**src/pkg/phy_ext_params.svh**
```systemverilog
// offsets, field positions, reset values and strap mapping
`ifndef PHY_EXT_PARAMS_SVH
`define PHY_EXT_PARAMS_SVH
// register indices, byte address is four times the index
`define IDX_GOOD_CRC 5'h12
`define IDX_LOOP_CTRL 5'h13
`define IDX_POWER_CTRL 5'h14
`define IDX_PAGE_SELECT 5'h1F
`define EXT_PAGE_VALUE 16'h0001
`define PAGE_RESET 16'h0000
// good-crc register fields
`define CRC_CNT_W 14
`define F_PKT_SEEN 15
// loopback/signal-detect/led register fields
`define F_LED_HI 15
`define F_LED_LO 12
`define F_BLINK 11
`define F_MLB_EN 10
`define F_MLB_MODE 8
`define F_CLB_EN 7
`define F_CLB_MODE 5
`define F_FAST_FAIL 4
`define F_MDI 2
`define F_SIGNAL_DETECT_INPUT_POL 0
`define LOOP_WMASK 16'hFFFD
`define LOOP_RESET 16'h0000
// power-saving register fields
`define F_CARRIER 15
`define F_SLEEP 13
`define F_WAKE 11
`define F_ADDR_REV 9
`define F_CLK_FAST 8
`define F_MEDIA 6
`define F_NO_PRE 5
`define F_DS_EN 4
`define F_DS_CTL 2
`define F_DS_STAT 1
`define POWER_WMASK 16'hFB3C
`define POWER_RESET 16'h3804
`define DS_BASE 3'h2
// strap pin positions
`define STRAP_BLINK 0
`define STRAP_SIGNAL_DETECT_INPUT 1
`define STRAP_CLK_FAST 2
`define STRAP_DS_EN 3
`define STRAP_ADDR_REV 4
// bus responses
`define RESP_OKAY 2'h0
`define RESP_SLVERR 2'h2
`endif

```
**src/pkg/phy_ext_pkg.sv**
```systemverilog
// types shared by the extended control register bank
package phy_ext_pkg;
  typedef logic [15:0] reg16_t;
  typedef logic [4:0] reg_idx_t;
  typedef enum logic [1:0] {
    LB_PAD, LB_SERIAL, LB_PARALLEL, LB_RECOV_CLK
  } lb_kind_e;
  typedef enum logic [1:0] {
    MDI_AUTO, MDI_RSVD, MDI_FORCED, MDI_X_FORCED
  } mdi_mode_e;
endpackage

```
**src/verilog/phy_extended_control_regs.sv**
```systemverilog
// extended page control registers behind an axi4-lite slave
// Functional notes
// - extended registers visible only when page is 0x0001
// - packet-seen bit set on receive, clears on read
// - 14-bit good-crc count wraps, clears on read
// - four led extended-mode bits, reset to zero
// - bit 11 enables led blink after reset
// - media loopback enable overrides far-end and isolate
// - mac loopback enable overrides far-end and isolate
// - two-bit loopback kind fields for media and mac
// - bit 4 enables fast link-failure pin
// - crossover field selects auto, mdi or mdi-x
// - signal-detect polarity bit, strap reset value
// - bit 15 disables carrier extension
// - sleep timer select, reset code 01
// - wake-up timer select, reset code 11
// - output clock fast select, port zero only
// - read-only active media status bits
// - no-preamble receive mode enable bit
// - downshift enable bit, strap reset value
// - downshift after 2 to 5 attempts
// - read-only downshift status bit
`timescale 1ns/1ps
`include "phy_ext_params.svh"
module phy_extended_control_regs #(
  parameter int ADDR_W = 8,
  parameter int STRAP_W = 5
) (
  input wire logic CLK_I,
  input wire logic RESET_I,
  input wire logic CE_I,
  input wire logic AWVALID_I,
  output logic AWREADY_O,
  input wire logic [ADDR_W-1:0] AWADDR_I,
  input wire logic WVALID_I,
  output logic WREADY_O,
  input wire logic [31:0] WDATA_I,
  input wire logic [3:0] WSTRB_I,
  output logic BVALID_O,
  input wire logic BREADY_I,
  output logic [1:0] BRESP_O,
  input wire logic ARVALID_I,
  output logic ARREADY_O,
  input wire logic [ADDR_W-1:0] ARADDR_I,
  output logic RVALID_O,
  input wire logic RREADY_I,
  output logic [31:0] RDATA_O,
  output logic [1:0] RRESP_O,
  input wire logic GOOD_CRC_PKT_I,
  input wire logic [1:0] MEDIA_MODE_I,
  input wire logic DOWNSHIFT_STATUS_I,
  input wire logic PORT_ZERO_I,
  input wire logic [STRAP_W-1:0] CONFIG_STRAP_PINS_I,
  input wire logic SIGNAL_DETECT_INPUT_I,
  output logic [3:0] LED_EXT_MODE_O,
  output logic LED_RESET_BLINK_O,
  output logic MEDIA_LB_EN_O,
  output logic [1:0] MEDIA_LB_MODE_O,
  output logic MAC_LB_EN_O,
  output logic [1:0] MAC_LB_MODE_O,
  output logic LB_OVERRIDE_O,
  output logic FAST_FAILURE_PIN_EN_O,
  output logic [1:0] MDI_MODE_O,
  output logic SIGNAL_DETECT_INPUT_ACTIVE_LOW_O,
  output logic SIGNAL_DETECT_O,
  output logic CARRIER_EXT_DIS_O,
  output logic [1:0] SLEEP_SEL_O,
  output logic [1:0] WAKE_SEL_O,
  output logic ADDR_REVERSAL_O,
  output logic OUTPUT_CLOCK_FAST_O,
  output logic NO_PREAMBLE_EN_O,
  output logic DOWNSHIFT_EN_O,
  output logic [2:0] DOWNSHIFT_ATTEMPTS_O
);

  //////////////////////////////////////////////////////////////////////
  // helpers

  // true when the access is misaligned or outside the 32-word window
  function automatic logic addr_bad(input logic [ADDR_W-1:0] a);
    addr_bad = (a[1:0] != 2'h0) || (a[ADDR_W-1:7] != '0);
  endfunction

  // true when an index hits an extended register on the extended page
  function automatic logic ext_hit(input phy_ext_pkg::reg_idx_t idx,
                                   input phy_ext_pkg::reg_idx_t tgt,
                                   input phy_ext_pkg::reg16_t pg);
    ext_hit = (pg == `EXT_PAGE_VALUE) && (idx == tgt);
  endfunction

  // byte-lane and writable-bit merge of a 16-bit register
  function automatic phy_ext_pkg::reg16_t merge(
      input phy_ext_pkg::reg16_t old_v,
      input phy_ext_pkg::reg16_t new_v,
      input logic [1:0] strb,
      input phy_ext_pkg::reg16_t mask);
    phy_ext_pkg::reg16_t bm;
    bm = {{8{strb[1]}}, {8{strb[0]}}} & mask;
    merge = (old_v & ~bm) | (new_v & bm);
  endfunction

  //////////////////////////////////////////////////////////////////////
  // pin synchronisers

  logic [STRAP_W-1:0] strap_meta_reg;
  logic [STRAP_W-1:0] strap_sync_reg;
  logic sd_meta_reg;
  logic sd_sync_reg;
  logic pz_meta_reg;
  logic pz_sync_reg;

  // two stages each, first stage feeds only the second
  always_ff @(posedge CLK_I) begin
    if (CE_I) begin
      strap_meta_reg <= CONFIG_STRAP_PINS_I;
      strap_sync_reg <= strap_meta_reg;
      sd_meta_reg <= SIGNAL_DETECT_INPUT_I;
      sd_sync_reg <= sd_meta_reg;
      pz_meta_reg <= PORT_ZERO_I;
      pz_sync_reg <= pz_meta_reg;
    end
  end

  //////////////////////////////////////////////////////////////////////
  // register storage declarations

  phy_ext_pkg::reg16_t page_reg;
  phy_ext_pkg::reg16_t loop_reg;
  phy_ext_pkg::reg16_t power_reg;
  logic [`CRC_CNT_W-1:0] crc_cnt_reg;
  logic pkt_seen_reg;

  //////////////////////////////////////////////////////////////////////
  // write channel

  logic awready_reg;
  logic wready_reg;
  logic bvalid_reg;
  logic [1:0] bresp_reg;
  logic aw_have_reg;
  logic w_have_reg;
  logic aw_bad_reg;
  phy_ext_pkg::reg_idx_t aw_idx_reg;
  phy_ext_pkg::reg16_t wdata_reg;
  logic [1:0] wstrb_reg;
  logic aw_take;
  logic w_take;
  logic wr_fire;
  logic aw_have_next;
  logic w_have_next;
  logic bvalid_next;

  // address and data are taken in either order, then written together
  always_comb begin
    aw_take = AWVALID_I && awready_reg;
    w_take = WVALID_I && wready_reg;
    wr_fire = aw_have_reg && w_have_reg && !bvalid_reg;
    aw_have_next = wr_fire ? 1'b0 : (aw_have_reg || aw_take);
    w_have_next = wr_fire ? 1'b0 : (w_have_reg || w_take);
    bvalid_next = wr_fire || (bvalid_reg && !BREADY_I);
  end

  // write handshake state
  always_ff @(posedge CLK_I) begin
    if (RESET_I) begin
      awready_reg <= 1'b1;
      wready_reg <= 1'b1;
      bvalid_reg <= 1'b0;
      bresp_reg <= `RESP_OKAY;
      aw_have_reg <= 1'b0;
      w_have_reg <= 1'b0;
      aw_bad_reg <= 1'b0;
      aw_idx_reg <= 5'h00;
      wdata_reg <= 16'h0000;
      wstrb_reg <= 2'h0;
    end else if (CE_I) begin
      aw_have_reg <= aw_have_next;
      w_have_reg <= w_have_next;
      bvalid_reg <= bvalid_next;
      awready_reg <= !aw_have_next && !bvalid_next;
      wready_reg <= !w_have_next && !bvalid_next;
      if (aw_take) begin
        aw_idx_reg <= AWADDR_I[6:2];
        aw_bad_reg <= addr_bad(AWADDR_I);
      end
      if (w_take) begin
        wdata_reg <= WDATA_I[15:0];
        wstrb_reg <= WSTRB_I[1:0];
      end
      if (wr_fire) begin
        bresp_reg <= aw_bad_reg ? `RESP_SLVERR : `RESP_OKAY;
      end
    end
  end

  //////////////////////////////////////////////////////////////////////
  // read channel

  logic arready_reg;
  logic rvalid_reg;
  logic [31:0] rdata_reg;
  logic [1:0] rresp_reg;
  logic ar_take;
  logic ar_bad;
  logic crc_rd;
  logic rvalid_next;
  phy_ext_pkg::reg_idx_t ar_idx;
  phy_ext_pkg::reg16_t rd_val;
  phy_ext_pkg::reg16_t power_ro;

  // read decode; other words of the window read as zero
  always_comb begin
    ar_take = ARVALID_I && arready_reg;
    ar_idx = ARADDR_I[6:2];
    ar_bad = addr_bad(ARADDR_I);
    rvalid_next = ar_take || (rvalid_reg && !RREADY_I);
    power_ro = {8'h00, MEDIA_MODE_I, 4'h0, DOWNSHIFT_STATUS_I, 1'b0};
    crc_rd = ar_take && !ar_bad &&
             ext_hit(ar_idx, `IDX_GOOD_CRC, page_reg);
    rd_val = 16'h0000;
    if (ar_bad) begin
      rd_val = 16'h0000;
    end else if (ar_idx == `IDX_PAGE_SELECT) begin
      rd_val = page_reg;
    end else if (ext_hit(ar_idx, `IDX_GOOD_CRC, page_reg)) begin
      rd_val = {pkt_seen_reg, 1'b0, crc_cnt_reg};
    end else if (ext_hit(ar_idx, `IDX_LOOP_CTRL, page_reg)) begin
      rd_val = loop_reg & `LOOP_WMASK;
    end else if (ext_hit(ar_idx, `IDX_POWER_CTRL, page_reg)) begin
      rd_val = (power_reg & `POWER_WMASK) | power_ro;
    end
  end

  // read handshake state
  always_ff @(posedge CLK_I) begin
    if (RESET_I) begin
      arready_reg <= 1'b1;
      rvalid_reg <= 1'b0;
      rdata_reg <= 32'h0000_0000;
      rresp_reg <= `RESP_OKAY;
    end else if (CE_I) begin
      rvalid_reg <= rvalid_next;
      arready_reg <= !rvalid_next;
      if (ar_take) begin
        rdata_reg <= {16'h0000, rd_val};
        rresp_reg <= ar_bad ? `RESP_SLVERR : `RESP_OKAY;
      end
    end
  end

  //////////////////////////////////////////////////////////////////////
  // good-crc counter, cleared by its own read

  // a packet in the clearing cycle survives the clear
  always_ff @(posedge CLK_I) begin
    if (RESET_I) begin
      crc_cnt_reg <= '0;
      pkt_seen_reg <= 1'b0;
    end else if (CE_I) begin
      if (crc_rd) begin
        crc_cnt_reg <= GOOD_CRC_PKT_I ? 14'h0001 : 14'h0000;
        pkt_seen_reg <= GOOD_CRC_PKT_I;
      end else if (GOOD_CRC_PKT_I) begin
        crc_cnt_reg <= crc_cnt_reg + 14'h0001;
        pkt_seen_reg <= 1'b1;
      end
    end
  end

  //////////////////////////////////////////////////////////////////////
  // control registers

  logic wr_ok;
  assign wr_ok = wr_fire && !aw_bad_reg;

  // page select, always at its own index
  always_ff @(posedge CLK_I) begin
    if (RESET_I) begin
      page_reg <= `PAGE_RESET;
    end else if (CE_I && wr_ok && aw_idx_reg == `IDX_PAGE_SELECT) begin
      page_reg <= merge(page_reg, wdata_reg, wstrb_reg, 16'hFFFF);
    end
  end

  // loopback, signal-detect and led control; straps fill reset values
  always_ff @(posedge CLK_I) begin
    if (RESET_I) begin
      loop_reg <= `LOOP_RESET;
      loop_reg[`F_BLINK] <= strap_sync_reg[`STRAP_BLINK];
      loop_reg[`F_SIGNAL_DETECT_INPUT_POL] <= strap_sync_reg[`STRAP_SIGNAL_DETECT_INPUT];
    end else if (CE_I && wr_ok &&
                 ext_hit(aw_idx_reg, `IDX_LOOP_CTRL, page_reg)) begin
      // fields all held here
      loop_reg <= merge(loop_reg, wdata_reg, wstrb_reg,
                        `LOOP_WMASK);
    end
  end

  // power-saving and link control; straps fill reset values
  always_ff @(posedge CLK_I) begin
    if (RESET_I) begin
      power_reg <= `POWER_RESET;
      power_reg[`F_ADDR_REV] <= strap_sync_reg[`STRAP_ADDR_REV];
      power_reg[`F_CLK_FAST] <= strap_sync_reg[`STRAP_CLK_FAST];
      power_reg[`F_DS_EN] <= strap_sync_reg[`STRAP_DS_EN];
    end else if (CE_I && wr_ok &&
                 ext_hit(aw_idx_reg, `IDX_POWER_CTRL, page_reg)) begin
      power_reg <= merge(power_reg, wdata_reg, wstrb_reg,
                         `POWER_WMASK);
    end
  end

  //////////////////////////////////////////////////////////////////////
  // derived control outputs

  logic lb_override_reg;
  logic clk_fast_reg;
  logic signal_detect_input_reg;
  logic [2:0] ds_attempts_reg;

  // overrides, port-zero clock gate, polarity and attempt count
  always_ff @(posedge CLK_I) begin
    if (RESET_I) begin
      lb_override_reg <= 1'b0;
      clk_fast_reg <= 1'b0;
      signal_detect_input_reg <= 1'b0;
      ds_attempts_reg <= 3'h3;
    end else if (CE_I) begin
      lb_override_reg <= loop_reg[`F_MLB_EN] ||
                         loop_reg[`F_CLB_EN];
      clk_fast_reg <= power_reg[`F_CLK_FAST] && pz_sync_reg;
      signal_detect_input_reg <= sd_sync_reg ^ loop_reg[`F_SIGNAL_DETECT_INPUT_POL];
      ds_attempts_reg <= `DS_BASE +
                         {1'b0, power_reg[`F_DS_CTL+1:`F_DS_CTL]};
    end
  end

  //////////////////////////////////////////////////////////////////////
  // output wiring

  assign AWREADY_O = awready_reg;
  assign WREADY_O = wready_reg;
  assign BVALID_O = bvalid_reg;
  assign BRESP_O = bresp_reg;
  assign ARREADY_O = arready_reg;
  assign RVALID_O = rvalid_reg;
  assign RDATA_O = rdata_reg;
  assign RRESP_O = rresp_reg;
  assign LED_EXT_MODE_O = loop_reg[`F_LED_HI:`F_LED_LO];
  assign LED_RESET_BLINK_O = loop_reg[`F_BLINK];
  assign MEDIA_LB_EN_O = loop_reg[`F_MLB_EN];
  assign MEDIA_LB_MODE_O = loop_reg[`F_MLB_MODE+1:`F_MLB_MODE];
  assign MAC_LB_EN_O = loop_reg[`F_CLB_EN];
  assign MAC_LB_MODE_O = loop_reg[`F_CLB_MODE+1:`F_CLB_MODE];
  assign LB_OVERRIDE_O = lb_override_reg;
  assign FAST_FAILURE_PIN_EN_O = loop_reg[`F_FAST_FAIL];
  assign MDI_MODE_O = loop_reg[`F_MDI+1:`F_MDI];
  assign SIGNAL_DETECT_INPUT_ACTIVE_LOW_O = loop_reg[`F_SIGNAL_DETECT_INPUT_POL];
  assign SIGNAL_DETECT_O = signal_detect_input_reg;
  assign CARRIER_EXT_DIS_O = power_reg[`F_CARRIER];
  assign SLEEP_SEL_O = power_reg[`F_SLEEP+1:`F_SLEEP];
  assign WAKE_SEL_O = power_reg[`F_WAKE+1:`F_WAKE];
  assign ADDR_REVERSAL_O = power_reg[`F_ADDR_REV];
  assign OUTPUT_CLOCK_FAST_O = clk_fast_reg;
  assign NO_PREAMBLE_EN_O = power_reg[`F_NO_PRE];
  assign DOWNSHIFT_EN_O = power_reg[`F_DS_EN];
  assign DOWNSHIFT_ATTEMPTS_O = ds_attempts_reg;
endmodule

```
**config.mk**
```make
export PLATFORM = sky130hd
export DESIGN_NAME = phy_extended_control_regs
export DESIGN_NICKNAME = d
export VERILOG_FILES = /design/src/pkg/phy_ext_pkg.sv /design/src/verilog/phy_extended_control_regs.sv
export VERILOG_INCLUDE_DIRS = /design/src /design/src/pkg
export SDC_FILE = /design/constraint.sdc
export NUM_CORES = 1
export LEC_CHECK = 0
export BUFFER_PORTS_ARGS = -buffer_cell sky130_fd_sc_hd__buf_2
export CORE_MARGIN = 4
export CORE_UTILIZATION = 56
export CTS_BUF_LIST = sky130_fd_sc_hd__clkbuf_2 sky130_fd_sc_hd__clkbuf_4 sky130_fd_sc_hd__clkbuf_8
export DETAILED_ROUTE_END_ITERATION = 10
export GPL_ROUTABILITY_DRIVEN = 0
export PLACE_DENSITY = 0.95
export REMOVE_ABC_BUFFERS = 1
export SLEW_MARGIN = 40
export SYNTH_ARGS = -nofsm -noshare
export SYNTH_HDL_FRONTEND = slang
export SYNTH_SLANG_ARGS = --single-unit
```
**constraint.sdc**
```tcl
create_clock -name CLK_I -period 2.7 [get_ports CLK_I]
set_input_delay 0.405 -clock CLK_I [delete_from_list [all_inputs] [get_ports CLK_I]]
set_output_delay 0.405 -clock CLK_I [all_outputs]
set_load 0.03 [all_outputs]
```
# Word-level counts from Yosys, hierarchy flattened
# Index checks and enable logic that the tools add are counted.
# Widths: inputs -> output; s select.
[totals]
elab_cells = 121
in_bits = 71
register_bits = 134
[classes]
bitwise_logic = 14
n_eq_ne = 8
mux = 18
reduce_logical = 48
n_addsub = 2
[ops]
columns = ["op", "n"]
rows = [
  ["$and 16x16->16", 6],
  ["$mux 16", 5],
  ["$not 16->16", 3],
  ["$or 16x16->16", 3],
  ["$eq 5x5->1 const B", 7],
  ["$mux 14", 2],
  ["$mux 12", 2],
  ["$logic_and 1x1->1", 22],
  ["$mux 10", 2],
  ["$eq 16x1->1 const B", 1],
  ["$or 16x8->16", 1],
  ["$add 14x1->14 const B", 1],
  ["$reduce_and 2->1", 5],
  ["$reduce_bool 2->1", 5],
  ["$logic_not 1->1", 9],
  ["$logic_or 1x1->1", 7],
  ["$mux 1", 5],
  ["$mux 2", 2],
  ["$add 2x2->3 const A", 1],
  ["$xor 1x1->1", 1],
]

# Longest topological paths before layout
[depth]
word_depth = 7
mapped_depth = 7
mapped_depth_nobuf = 5

# Worst setup path before layout
# Ideal clock, no wire load.
[synth_timing]
path_kind = "register to register"
startpoint = "register bvalid_reg (netlist: BVALID_O)"
endpoint = "register with a tool-made name"
period_less_slack_ns = 1.930
setup_slack_ns = 0.770
arrival_time_ns = 1.802
stages_incl_launch_ff = 6
cell_sequence = "dfxtp_1 > nand4b_2 > or2_2 > nor4_4 > mux2i_1 > nor2_1"
[synth_lines]
columns = ["item", "line_no", "text"]
rows = [
  ["start: declaration", "phy_extended_control_regs.sv:138", "logic bvalid_reg;"],
  ["start signal: assignment", "phy_extended_control_regs.sv:179", "bvalid_reg <= bvalid_next;"],
]

==> summary.md <==
| Metric | Value |
|---|---|
| Outcome | complete, no violations |
| Kind of end point of the critical path | flop |
| Estimated wirelength of the detail-placed design | 10.4 mm |
| Post-synth design cell area | 5420 µm² |
| Port Buf Inserts | 104 |
| Area enclosed by the die boundary | 11,300 µm² |
| Area share of the largest cell type after synthesis | 39.5% |
| CP Launch Type | flop |
| Average instance area after synthesis | 9.50 µm² |
| Iteration count of the initial detailed-routing pass | 6 |
| Power density over the cells | 644 nW/µm² |
| M3 GR Usage | 8.50% |
| Share of final-layout standard cells stronger than drive strength 1 | 23.6% |
| Worst Skew | 0.00657 ns |
| Share of total power in combinational logic | 7.1% |
| Register-to-register setup slack | 0.36 ns |
| Die width | 106 µm |
| Number of antenna violations at the first check in global routing | 0 |
| Avg Vias per Cell | 6.18 |
| Maximum fanout along the worst path | 17 |
| Biggest area consumer among synthesized cells | dfxtp_1 |
| Total power after layout | 4.15 mW |
| I/O pin count | 141 |
| Most used flip-flop cell after synthesis | dfxtp_1 |
| Number of filler instances in the final layout | 620 |
| Global router's overall resource usage | 28.9% |
| Synth cell count leaders | dfxtp_1, nand2_1, nor2_1, mux2i_1, a21oi_1 |
| Sw frac | 23.0% |
| Transition time at the pin with the least slew margin | 0.834 ns |
| Area taken by multi-input logic gates | 2460 µm² |
| Starting DRT DRC Count | 478 |
| Power dissipated by switching net loads | 0.954 mW |
| Fraction of registers with async set or reset after synthesis | 0% |
| Period utilization | 86.7% |
| Clock transition time at the flip-flop clock pins of the worst setup and hold paths | 0.07 ns |
| Setup repair after global routing missed its margin | no |
| Maximum clock frequency | 0.427 GHz |
| Warnings from Yosys | 0 |
| Clock share of power | 44.5% |
| H-Tree Level Count | 4 |
| Number of cells produced by synthesis | 570 |
| GR peak layer | met2 |
| Total of flip-flops plus latches after synthesis | 126 |
| Final Max Tran Viols | 0 |
| Reg area | 2710 µm² |
| Total via count in the routed design | 5,038 |
| Area growth from synthesis to layout | 19.1% |
| Global routing met2 resource utilization | 49.4% |
| Routed len/inst | 19.7 µm |
| Internal power of the cells | 3.20 mW |
| Portion of the post-synthesis area used by sequential elements | 50.1% |
| Number of enable-type register cells in the synthesized netlist | 19 |
| Leak | 2.76 nW |
| Largest buffer count on any clock path | 2 |
| Data arrival time of the critical path | 2.66 ns |
| Total of endpoints with negative setup slack in the final report | 0 |
| Total overflow reported by the global router | 0 |
| Die Y | 106 µm |
| Global-route track usage on met1 | 32.6% |
| Vias in the first global route | 5,070 |
| Post-CTS Resized | 0 |
| Insertion delay to the later sink of the worst-skew pair | 0.42 ns |
| Relative contribution of sequential cells to total power | 48.4% |
| Worst min path class | in2reg |
| Peak ir drop on the vdd network | 0.000418 V |
| Total Neg Setup Slack | 0 ns |
| Largest net degree at the start of global routing | 93 |
| First-pass GRT wire length | 25.6 mm |
| Count of maximum capacitance violations | 0 |
| CTS tree | built |
| Number of library cell types mapped by synthesis | 60 |
| Crit path time final | 2.34 ns |
| Sum of routed wire length over all layers | 16.0 mm |
| CTS Buf Count | 17 |
| Leading post-synthesis cells by cell area | dfxtp_1, edfxtp_1, mux2i_1 |
| Data required time at the worst endpoint | 3.02 ns |
| Final hold viol count | 0 |
| Initial core utilization | 58.1% |
| Post-CTS setup buffer count | 0 |
| Root buffer cell | clkbuf_8 |
| DR DRC count | 0 |
| Count of nets after finishing | 746 |
| Number of clock sinks | 126 |
| DRT antenna net count | 0 |
| Number of buffers added to fix hold violations after cts | 0 |
| Core Region | 9330 µm² |
| Critical path class | reg2reg |
| Max-slew headroom | 44.3% |
| Number of antenna cells inserted | 0 |
| Dominant cell by count in the synthesized netlist | dfxtp_1 |
| Number of rows in the core area | 35 |
path summary, 6_finish.rpt:
path,startpoint,endpoint,depth (start not counted)
worst min register to register,pz_meta_reg,pz_sync_reg,0
worst min-delay path,CONFIG_STRAP_PINS_I[3],strap_meta_reg[3],1
worst max-delay path,flop,RDATA_O[7],5
worst max register to register,flop,RDATA_O[7],5
critical path, cell delays in order, from the launching register on:
cell and delay (ns):
dfxtp_1 0.36, nor4_4 0.41, nand4_4 0.29, or2_1 0.56, o22a_1 0.35, a32o_1 0.26
cells by family (layout without fill, tap and decap cells):
kind of cell	after synthesis	in the layout	share of synthesized area, %
AND/OR/NAND/NOR	220	220	19.8
flip-flops	126	126	50.1
other	1	18	0.0692
adder cells (fa/ha/maj)	1	1	0.231
XOR/XNOR	13	13	2.10
buffers and inverters	58	157	5.82
AO/OA/AOI/OAI	111	111	14.5
multiplexers	40	40	7.42
through the flow:
stage                     setup WS (ns)  instances  area [µm²]  hold slack [ns]  utilization [%]
after floorplan                   0.567        538        5200            0.400                -
after global placement            0.546        784        6000            0.400             64.3
after detailed placement          0.469        784        6000            0.407             64.3
after CTS                         0.421        815        6450            0.144             69.1
after global routing              0.339        815        6450            0.127             69.1
final                             0.359        815        6450            0.155             69.1
layer usage:
layer / share of wire, % / routed length, µm / vias to the layer above
met5: 0 / 0 / -
met4: 5.1 / 817 / 0
li1: - / - / 2184
met2: 49 / 7910 / 394
met3: 11 / 1680 / 99
met1: 35 / 5630 / 2361
cell usage in the layout (no fill, tap or decap), types with 3 or more instances in the layout:
cell,netlist,layout
inv_1,8,8
bufinv_16,0,4
o31ai_1,6,6
o21ai_1,4,4
o21ai_0,10,10
buf_2,5,104
and3_1,7,7
a221o_1,11,11
conb_1,1,18
xor2_1,5,5
clkbuf_8,0,21
nor2b_1,5,5
o211ai_1,4,4
a32o_1,7,7
nand2_1,92,92
nor3b_1,3,3
a211o_1,7,7
o22ai_1,5,5
nor2_1,67,66
nor3_1,6,6
o22a_1,6,6
nand2b_1,4,4
nand3_1,11,11
buf_4,23,12
a21oi_1,32,32
a211oi_1,5,5
nand4_1,4,4
xnor2_1,8,8
edfxtp_1,19,19
mux2i_1,39,39
clkbuf_4,0,4
nor4_4,4,4
dfxtp_1,107,107
power by group through the flow:
stage / sequential [mW] / clock, mW / combinational, mW
2_1_floorplan: 2.06 / 0 / 0.130
3_3_place_gp: 2.04 / 0 / 0.274
3_5_place_dp: 2.04 / 0 / 0.286
4_1_cts: 2.00 / 1.84 / 0.291
5_1_grt: 2.01 / 1.94 / 0.321
6_report: 2.01 / 1.85 / 0.296
final cells by class:
type,count,share of cell area (%)
clock buffer,25,4.95
multi-input combinational,403,38.2
tap,129,2.50
inverter,9,0.524
sequential,126,42.1
timing repair buffer,117,9.78
clock inverter,6,2.02
(Power assumes the default switching activity.)
